### config.mk
export PLATFORM = sky130hd
export DESIGN_NAME = ucp_ulpi_phy_link
export DESIGN_NICKNAME = d
export VERILOG_FILES = /design/src/design/ucp_pkg.sv /design/src/design/ucp_ulpi_phy_link.sv
export VERILOG_INCLUDE_DIRS = /design/src /design/src/design
export SDC_FILE = /design/constraint.sdc
export NUM_CORES = 1
export LEC_CHECK = 0
export ABC_AREA = 1
export BUFFER_PORTS_ARGS = -buffer_cell sky130_fd_sc_hd__clkbuf_2
export CAP_MARGIN = 25
export CORE_MARGIN = 1
export CORE_UTILIZATION = 58
export DETAILED_ROUTE_END_ITERATION = 8
export HOLD_SLACK_MARGIN = 0.06
export PLACE_DENSITY = 0.89
export SLEW_MARGIN = 0
export SYNTH_ARGS = -nofsm -noshare
export SYNTH_HDL_FRONTEND = slang
export SYNTH_SLANG_ARGS = --single-unit
### constraint.sdc
create_clock -name clk -period 3.7 [get_ports clk]
set_clock_uncertainty 0.2 [all_clocks]
set_input_delay 0 -clock clk [delete_from_list [all_inputs] [get_ports clk]]
set_output_delay 0 -clock clk [all_outputs]
set_load 0.01 [all_outputs]
### src/design/ucp_params.svh
// constants for the ulpi transceiver link-side block
`ifndef UCP_PARAMS_SVH
`define UCP_PARAMS_SVH
// ahb register byte offsets and control reset value
`define UCP_A_CTRL      8'h00
`define UCP_A_STAT      8'h04
`define UCP_CTRL_RST    1'b1
// ulpi register addresses, reset value and SOF pid
`define UCP_FUNC_ADDR   8'h04
`define UCP_FUNC_SET    8'h05
`define UCP_FUNC_CLR    8'h06
`define UCP_SCR_ADDR    8'h16
`define UCP_EXT_ADDR    6'h2F
`define UCP_FUNC_RST    8'h41
`define UCP_SOF_PID     4'h5
// line-state report delays in clocks
`define UCP_JK_DLY      5'd4
`define UCP_SE0_HS      5'd4
`define UCP_SE0_FS      5'd5
`define UCP_SE0_LS      5'd17
// transmit start and end delays in clocks
`define UCP_TXS_HS      8'd1
`define UCP_TXS_FS      8'd6
`define UCP_TXS_LS      8'd74
`define UCP_TXE_PKT     8'd3
`define UCP_TXE_SOF     8'd6
`define UCP_TXE_FSLS    8'd1
// receive start and end delays in clocks
`define UCP_RXS         8'd5
`define UCP_RXE_HS      8'd5
`define UCP_RXE_FS      8'd17
`define UCP_RXE_LS      8'd122
`endif

### src/design/ucp_pkg.sv
// types for the ulpi transceiver link-side block
package ucp_pkg;
    typedef enum logic [3:0] {
        UCP_IDLE, UCP_REG_CMD, UCP_REG_EXT, UCP_REG_WDATA, UCP_REG_WSTOP,
        UCP_RD_TURN, UCP_CMD_TURN, UCP_CMD_BYTE, UCP_TURN_BACK,
        UCP_TX_WAIT, UCP_TX_DATA, UCP_TX_END, UCP_RX_WAIT, UCP_RX_RUN, UCP_RX_TAIL
    } ucp_state_e;

    typedef struct packed {
        ucp_state_e  state;
        logic [7:0]  cnt;
        logic [4:0]  lsCnt;
        logic [1:0]  lsSync1;
        logic [1:0]  lsSync2;
        logic [1:0]  lsTrack;
        logic        pending;
        logic [7:0]  addr;
        logic        isRead;
        logic        isSof;
        logic [7:0]  wdata;
        logic [7:0]  funcCtrl;
        logic [7:0]  scratch;
        logic [7:0]  abortCnt;
        logic        ctrlEn;
        logic [7:0]  dataOut;
        logic        dataOe;
        logic        dir;
        logic        nxt;
        logic        hWr;
        logic [7:0]  hAddr;
        logic [31:0] hrdata;
        logic        hready;
        logic        hresp;
    } ucp_regs_s;
endpackage : ucp_pkg

### src/design/ucp_ulpi_phy_link.sv
// ulpi transceiver link side: register access, line-state reports, packet timing
//
// The implementer's own choices: the register addresses and the AHB-Lite register port.
`timescale 1ns/1ps
`include "ucp_params.svh"
module ucp_ulpi_phy_link (
    input  wire logic        clk,          // 50 MHz system clock
    input  wire logic        rst_b,        // synchronous reset, active low
    input  wire logic        hsel,         // ahb slave select
    input  wire logic [31:0] haddr,        // ahb address
    input  wire logic [1:0]  htrans,       // ahb transfer type
    input  wire logic        hwrite,       // ahb write
    input  wire logic [2:0]  hsize,        // ahb size, word only
    input  wire logic [31:0] hwdata,       // ahb write data
    input  wire logic        hready,       // ahb bus ready
    output logic             hreadyout,    // ahb slave ready
    output logic             hresp,        // ahb response, always okay
    output logic [31:0]      hrdata,       // ahb read data
    input  wire logic [7:0]  ulpiDataIn,   // ulpi data from link
    output logic [7:0]       ulpiDataOut,  // ulpi data to link
    output logic             ulpiDataOe,   // high while we drive data
    output logic             ulpiDir,      // bus owned by transceiver
    output logic             ulpiNxt,      // throttle / rx active
    input  wire logic        ulpiStp,      // link stop
    input  wire logic        lineDp,       // dp receiver pin
    input  wire logic        lineDm,       // dm receiver pin
    input  wire logic        rxActive,     // receiver framing, same clock
    input  wire logic        rxValid,      // received byte strobe
    input  wire logic [7:0]  rxData,       // received byte
    output logic [1:0]       speedSel,     // transceiver_speed_select
    output logic             termSel,      // termination_select
    output logic [1:0]       operating_mode        // operating_mode
);
    import ucp_pkg::*;

    ucp_regs_s  s_q;
    ucp_regs_s  s_d;
    logic [4:0] lsDly;
    logic [7:0] txsDly;
    logic [7:0] txeDly;
    logic [7:0] rxeDly;
    logic [7:0] regRd;
    logic [7:0] rxCmdOn;
    logic [7:0] rxCmdOff;
    logic       regBusy;
    logic       abortNow;
    logic       txGo;

    // delays picked by the current bus speed; 11b behaves as full speed
    always_comb begin
        case (s_q.funcCtrl[1:0])
            2'b00: begin
                lsDly  = (s_q.lsSync2 == 2'b00) ? `UCP_SE0_HS : `UCP_JK_DLY;
                txsDly = `UCP_TXS_HS;
                txeDly = s_q.isSof ? `UCP_TXE_SOF : `UCP_TXE_PKT;
                rxeDly = `UCP_RXE_HS;
            end
            2'b10: begin
                lsDly  = (s_q.lsSync2 == 2'b00) ? `UCP_SE0_LS : `UCP_JK_DLY;
                txsDly = `UCP_TXS_LS;
                txeDly = `UCP_TXE_FSLS;
                rxeDly = `UCP_RXE_LS;
            end
            default: begin
                lsDly  = (s_q.lsSync2 == 2'b00) ? `UCP_SE0_FS : `UCP_JK_DLY;
                txsDly = `UCP_TXS_FS;
                txeDly = `UCP_TXE_FSLS;
                rxeDly = `UCP_RXE_FS;
            end
        endcase
    end

    // register read mux, rxcmd bytes and abort condition
    assign regRd = (s_q.addr == `UCP_FUNC_ADDR || s_q.addr == `UCP_FUNC_SET ||
                    s_q.addr == `UCP_FUNC_CLR) ? s_q.funcCtrl :
                   (s_q.addr == `UCP_SCR_ADDR) ? s_q.scratch : 8'h00;
    assign rxCmdOn  = {4'h1, 2'b00, s_q.lsTrack};
    assign rxCmdOff = {4'h0, 2'b00, s_q.lsTrack};
    assign regBusy  = (s_q.state == UCP_REG_CMD) || (s_q.state == UCP_REG_EXT) ||
                      (s_q.state == UCP_REG_WDATA) || (s_q.state == UCP_REG_WSTOP && !ulpiStp);
    // any reason to take the bus while the link holds it ends the access
    assign abortNow = s_q.pending || rxActive;
    assign txGo     = (s_q.state == UCP_IDLE) && !abortNow && ulpiDataIn[7:6] == 2'b01;

    // all next-state logic
    always_comb begin
        s_d = s_q;
        case (s_q.state)
            UCP_IDLE: begin
                s_d.dataOe = 1'b0;
                if (rxActive) begin
                    s_d.cnt   = `UCP_RXS;
                    s_d.state = UCP_RX_WAIT;
                end else if (s_q.pending) begin
                    s_d.dir   = 1'b1;
                    s_d.state = UCP_CMD_TURN;
                end else if (txGo) begin
                    s_d.isSof = (ulpiDataIn[3:0] == `UCP_SOF_PID);
                    s_d.cnt   = txsDly;
                    s_d.nxt   = (txsDly == 8'd1);
                    s_d.state = (txsDly == 8'd1) ? UCP_TX_DATA : UCP_TX_WAIT;
                end else if (ulpiDataIn[7]) begin
                    s_d.nxt   = 1'b1;
                    s_d.state = UCP_REG_CMD;
                end
            end
            UCP_REG_CMD, UCP_REG_EXT: begin
                if (abortNow) begin
                    s_d.nxt      = 1'b0;
                    s_d.dir      = 1'b1;
                    s_d.abortCnt = s_q.abortCnt + 8'd1;
                    s_d.state    = UCP_CMD_TURN;
                end else begin
                    if (s_q.state == UCP_REG_CMD) begin
                        s_d.isRead = ulpiDataIn[6];
                        s_d.addr   = {2'b00, ulpiDataIn[5:0]};
                    end else begin
                        s_d.addr = ulpiDataIn;
                    end
                    if (s_q.state == UCP_REG_CMD && ulpiDataIn[5:0] == `UCP_EXT_ADDR) begin
                        s_d.state = UCP_REG_EXT;
                    end else if (s_d.isRead) begin
                        s_d.nxt   = 1'b0;
                        s_d.dir   = 1'b1;
                        s_d.state = UCP_RD_TURN;
                    end else begin
                        s_d.state = UCP_REG_WDATA;
                    end
                end
            end
            UCP_REG_WDATA: begin
                s_d.nxt = 1'b0;
                if (abortNow) begin
                    s_d.dir      = 1'b1;
                    s_d.abortCnt = s_q.abortCnt + 8'd1;
                    s_d.state    = UCP_CMD_TURN;
                end else begin
                    s_d.wdata = ulpiDataIn;
                    s_d.state = UCP_REG_WSTOP;
                end
            end
            UCP_REG_WSTOP: begin
                // a stop completes the write even if a report is waiting
                if (ulpiStp) begin
                    if (s_q.addr == `UCP_FUNC_ADDR) s_d.funcCtrl = s_q.wdata;
                    if (s_q.addr == `UCP_FUNC_SET) s_d.funcCtrl = s_q.funcCtrl | s_q.wdata;
                    if (s_q.addr == `UCP_FUNC_CLR) s_d.funcCtrl = s_q.funcCtrl & ~s_q.wdata;
                    if (s_q.addr == `UCP_SCR_ADDR) s_d.scratch = s_q.wdata;
                    s_d.state = UCP_IDLE;
                end else if (abortNow) begin
                    s_d.dir      = 1'b1;
                    s_d.abortCnt = s_q.abortCnt + 8'd1;
                    s_d.state    = UCP_CMD_TURN;
                end
            end
            UCP_RD_TURN: begin
                s_d.dataOe  = 1'b1;
                s_d.dataOut = regRd;
                s_d.state   = UCP_CMD_BYTE;
            end
            UCP_CMD_TURN: begin
                s_d.dataOe  = 1'b1;
                s_d.dataOut = rxCmdOff;
                s_d.pending = 1'b0;
                s_d.state   = UCP_CMD_BYTE;
            end
            UCP_CMD_BYTE: begin
                s_d.dir    = 1'b0;
                s_d.dataOe = 1'b0;
                s_d.state  = UCP_TURN_BACK;
            end
            UCP_TURN_BACK: s_d.state = UCP_IDLE;
            UCP_TX_WAIT: begin
                s_d.cnt = s_q.cnt - 8'd1;
                if (s_q.cnt == 8'd1) begin
                    s_d.nxt   = 1'b1;
                    s_d.state = UCP_TX_DATA;
                end
            end
            UCP_TX_DATA: begin
                if (ulpiStp) begin
                    s_d.nxt   = 1'b0;
                    s_d.cnt   = txeDly;
                    s_d.state = UCP_TX_END;
                end
            end
            UCP_TX_END: begin
                s_d.cnt = s_q.cnt - 8'd1;
                if (s_q.cnt <= 8'd1) s_d.state = UCP_IDLE;
            end
            UCP_RX_WAIT: begin
                s_d.cnt = s_q.cnt - 8'd1;
                if (s_q.cnt <= 8'd1) begin
                    s_d.dir   = 1'b1;
                    s_d.nxt   = 1'b1;
                    s_d.state = UCP_RX_RUN;
                end
            end
            UCP_RX_RUN: begin
                s_d.dataOe  = 1'b1;
                s_d.nxt     = rxActive && rxValid;
                s_d.dataOut = (rxActive && rxValid) ? rxData : rxCmdOn;
                if (!rxActive) begin
                    s_d.cnt   = rxeDly;
                    s_d.state = UCP_RX_TAIL;
                end
            end
            UCP_RX_TAIL: begin
                s_d.cnt = s_q.cnt - 8'd1;
                if (s_q.cnt <= 8'd1) begin
                    s_d.dataOut = rxCmdOff;
                    s_d.pending = 1'b0;
                    s_d.state   = UCP_CMD_BYTE;
                end
            end
            default: s_d.state = UCP_IDLE;
        endcase

        // line-state sync and report scheduling; placed after the fsm so a set wins over a clear
        s_d.lsSync1 = {lineDm, lineDp};
        s_d.lsSync2 = s_q.lsSync1;
        if (s_q.lsSync2 != s_q.lsTrack) begin
            s_d.lsTrack = s_q.lsSync2;
            s_d.lsCnt   = lsDly - 5'd3;
            s_d.pending = 1'b0;
        end else if (s_q.lsCnt != 5'd0) begin
            s_d.lsCnt = s_q.lsCnt - 5'd1;
            if (s_q.lsCnt == 5'd1) s_d.pending = s_q.ctrlEn;
        end

        // ahb slave: zero wait states, read data prepared in the address phase
        s_d.hWr = 1'b0;
        if (hsel && htrans[1] && hready) begin
            s_d.hWr    = hwrite && hsize == 3'b010;
            s_d.hAddr  = haddr[7:0];
            s_d.hrdata = 32'h00000000;
            if (!hwrite && haddr[7:0] == `UCP_A_CTRL) s_d.hrdata = {31'h00000000, s_q.ctrlEn};
            if (!hwrite && haddr[7:0] == `UCP_A_STAT) begin
                s_d.hrdata = {8'h00, s_q.abortCnt, s_q.funcCtrl, 6'h00, s_q.lsTrack};
            end
        end
        if (s_q.hWr && s_q.hAddr == `UCP_A_CTRL) s_d.ctrlEn = hwdata[0];
        s_d.hready = 1'b1;
        s_d.hresp  = 1'b0;
    end

    // one register stage holds all state
    always_ff @(posedge clk) begin
        if (!rst_b) begin
            s_q          <= '0;
            s_q.state    <= UCP_IDLE;
            s_q.funcCtrl <= `UCP_FUNC_RST;
            s_q.ctrlEn   <= `UCP_CTRL_RST;
            s_q.hready   <= 1'b1;
        end else begin
            s_q <= s_d;
        end
    end

    // outputs straight from state flops
    assign hreadyout   = s_q.hready;
    assign hresp       = s_q.hresp;
    assign hrdata      = s_q.hrdata;
    assign ulpiDataOut = s_q.dataOut;
    assign ulpiDataOe  = s_q.dataOe;
    assign ulpiDir     = s_q.dir;
    assign ulpiNxt     = s_q.nxt;
    assign speedSel    = s_q.funcCtrl[1:0];
    assign termSel     = s_q.funcCtrl[2];
    assign operating_mode      = s_q.funcCtrl[4:3];
endmodule : ucp_ulpi_phy_link

==> reports/qor.txt <==
status - complete, no violations
Post-synth ARST share - 0
Max Fclk - 361 MHz
Post-synth EDFFs - 0
vias in the first global route - 5234
Simple-Gate Fraction of Synth Area - 0.256
Via density - 5.48
initial antenna violation count - 0
Hold Path Stages - 4
post-synthesis sequential area ratio - 0.376
vias - 5689
fin. max-slew vios - 0
first-pass GRT wire length - 24.2 mm
reg2reg end - ulpiDataOut[0]
CTS max path bufs - 2
Die Height - 100 um
RSZ-0062 raised after global routing - false
die area - 0.0100 mm2
largest family of logic cells by synthesized area - simple AND/OR/NAND/NOR gates
# setup viols final - 0
dpl hpwl - 9.63 mm
CTS Sinks - 105
post-layout util - 0.688
LEAKAGE - 2.88 nW
TritonRoute pass-1 iters - 5
port buffer count - 72
Routed WL - 15.1 mm
placer congestion estimate - 0.924
Worst setup SP type - flop
most common cell after layout, fill and taps aside - nand2_1
synthesis-stage register bit count - 105
cells after synthesis - 830
largest net degree at the start of global routing - 75
RR Startpoint - s_q[119]
worst-path fanout max - 8
Crit Path Class - flop to flop
clk root buf - clkbuf_8
layout cells sized above 1 - 0.123
worst slew pin tran - 0.993 ns
core area - 0.00928 mm2
I/O pin total - 145
power density over the cells - 522 mW/mm2
DRT iter0 DRCs - 428
GRT overflow - 0
Critical Path AT - 2.87 ns
most common flop cell mapped by yosys - dfxtp_1
Setup crit end kind - flop
Final Hold Vio Count - 0
combinational fraction of design power - 0.371
path category of the worst min-delay check - primary input to flop
Period minus WS final - 2.77 ns
Avg Cell Area, Syn - 6.73 um2
cell row count - 35
total of max-cap violations - 0
Worst Hold Launch - htrans[1]
clock share of power - 0.210
Final period util - 0.749
Pint - 0.00197 W
Seq pwr share - 0.419
Peak supply drop - 0.000280 V
die width - 100 um
drt wl/cell - 14.6 um
relative slew slack - 0.337
Num CTS Buffers - 9
mux contribution to synthesized area - 0
Post-route DRC - 0
post-synthesis cell type count - 41
Layout Nets - 1006
clock tree from TritonCTS - yes
Clock Pin Slew Worst Setup and Hold Paths - 0.12 ns
Synth Area in Adders - 0.0134
Sw Ratio - 0.411
Crit path required time - 3.80 ns
Reg2Reg Setup Slack - 0.93 ns
H-tree levels - 3
Synth-to-Final Area Change - 14.4%
worst-case reg-to-reg path depth - 8
Syn Std Cell Area - 0.00559 mm2
Hold Path Sink - s_q[35]
most frequent cells in the layout - nand2_1 (164), o21ai_0 (105), dfxtp_1 (105)
Net Switching - 0.00137 W
number of synthesis warnings - 0
# diodes - 0
final setup TNS - 0 ns
Post-Synth XOR/XNOR Area - 0.00784
CP startpoint - s_q[119]
Initial Util - 0.602
All-Layer GR Usage - 0.304
later-pin clock latency in the skew report - 0.38 ns
Synth Area in Compound Gates - 0.200
remaining antenna violation count after routing - 0
## layer usage
| metal | track usage | vias to the layer above | routed length [um] |
|---|---|---|---|
| li1 | - | 2786 | - |
| met1 | 0.392 | 2573 | 6420 |
| met2 | 0.505 | 281 | 7180 |
| met4 | 0.138 | 0 | 477 |
| met3 | 0.0453 | 49 | 1050 |
| met5 | 0 | - | 0 |
## synthesized netlist by cell type, types with 6 or more instances
| master | number | area, um2 |
|---|---|---|
| nand2_1 | 164 | 616 |
| inv_1 | 94 | 353 |
| buf_4 | 48 | 360 |
| dfxtp_1 | 105 | 2100 |
| nor3_1 | 7 | 35.0 |
| nand3_1 | 31 | 155 |
| nor2_1 | 100 | 375 |
| ha_1 | 6 | 75.1 |
| clkbuf_1 | 16 | 60.1 |
| a21oi_1 | 82 | 410 |
| o21ai_0 | 105 | 526 |
| a31oi_1 | 11 | 68.8 |
## state kept, by name, summed over array words and instances (netlist names)
name	count
ulpiDataOut	8
hrdata	18
ulpiDataOe	1
operating_mode	2
s_d	2
termSel	1
ulpiNxt	1
rxCmdOff	2
s_q	67
speedSel	2
ulpiDir	1
## worst max-delay path, stage by stage, from the launching register on
cell	delay (ns)
dfxtp_1	0.52
nand2_2	0.15
nor2_4	0.22
o21ai_0	0.11
dlygate4sd3_1	0.57
nand2_1	0.09
o21ai_0	0.11
dlygate4sd3_1	0.58
a31oi_1	0.16
## power by group through the flow
stage          Combinational (W)  Sequential (W)  Clock, W
2_1_floorplan           0.000940         0.00140         0
3_3_place_gp             0.00114         0.00141         0
3_5_place_dp             0.00116         0.00142         0
4_1_cts                  0.00121         0.00139  0.000696
5_1_grt                  0.00138         0.00142  0.000751
6_report                 0.00124         0.00140  0.000701
## worst max-delay path by stage
stage / slack (ns) / cells after the start / endpoint
6_report: 0.93 / 8 / ulpiDataOut[0]
5_1_grt: 0.81 / 8 / ulpiDataOut[0]
3_5_place_dp: 1.67 / 9 / s_q[111]
4_1_cts: 1.03 / 8 / ulpiDataOut[0]
2_1_floorplan: 1.98 / 10 / ulpiDataOut[4]
3_3_place_gp: 1.68 / 9 / s_q[60]
## final cells by class
cell class,instances,area [um2]
well taps,129,161
fillers,772,2890
inverters,97,364
clock buffers,10,128
repair buffers,119,843
multi-input cells,573,2730
flip-flops and latches,105,2100
clock inverters,6,61.3
## logic make-up after synthesis
kind of cell | Yosys count
adder cells (fa/ha/maj) | 6
AO/OA/AOI/OAI | 212
AND/OR/NAND/NOR | 334
buffers and inverters | 166
other | 2
XOR/XNOR | 5
flip-flops | 105
## metrics by stage
stage	setup WS [ns]	cell area, um2	hold WS [ns]	instances	total power [W]
6_report	0.929	6390	0.0611	1039	0.00334
3_5_place_dp	1.67	5760	-0.0297	979	0.00258
4_1_cts	1.03	6390	0.0685	1039	0.00330
5_1_grt	0.805	6390	0.0855	1039	0.00355
3_3_place_gp	1.68	5730	-0.0251	978	0.00256
2_1_floorplan	1.98	5640	-0.123	844	0.00234
## timing repair
action,CTS,global route
gates resized for setup,0,0
hold buffers,44,0
hold endpoints to repair,67,0
buffers inserted,0,0
Note: power is estimated with default switching activity, not from simulation.
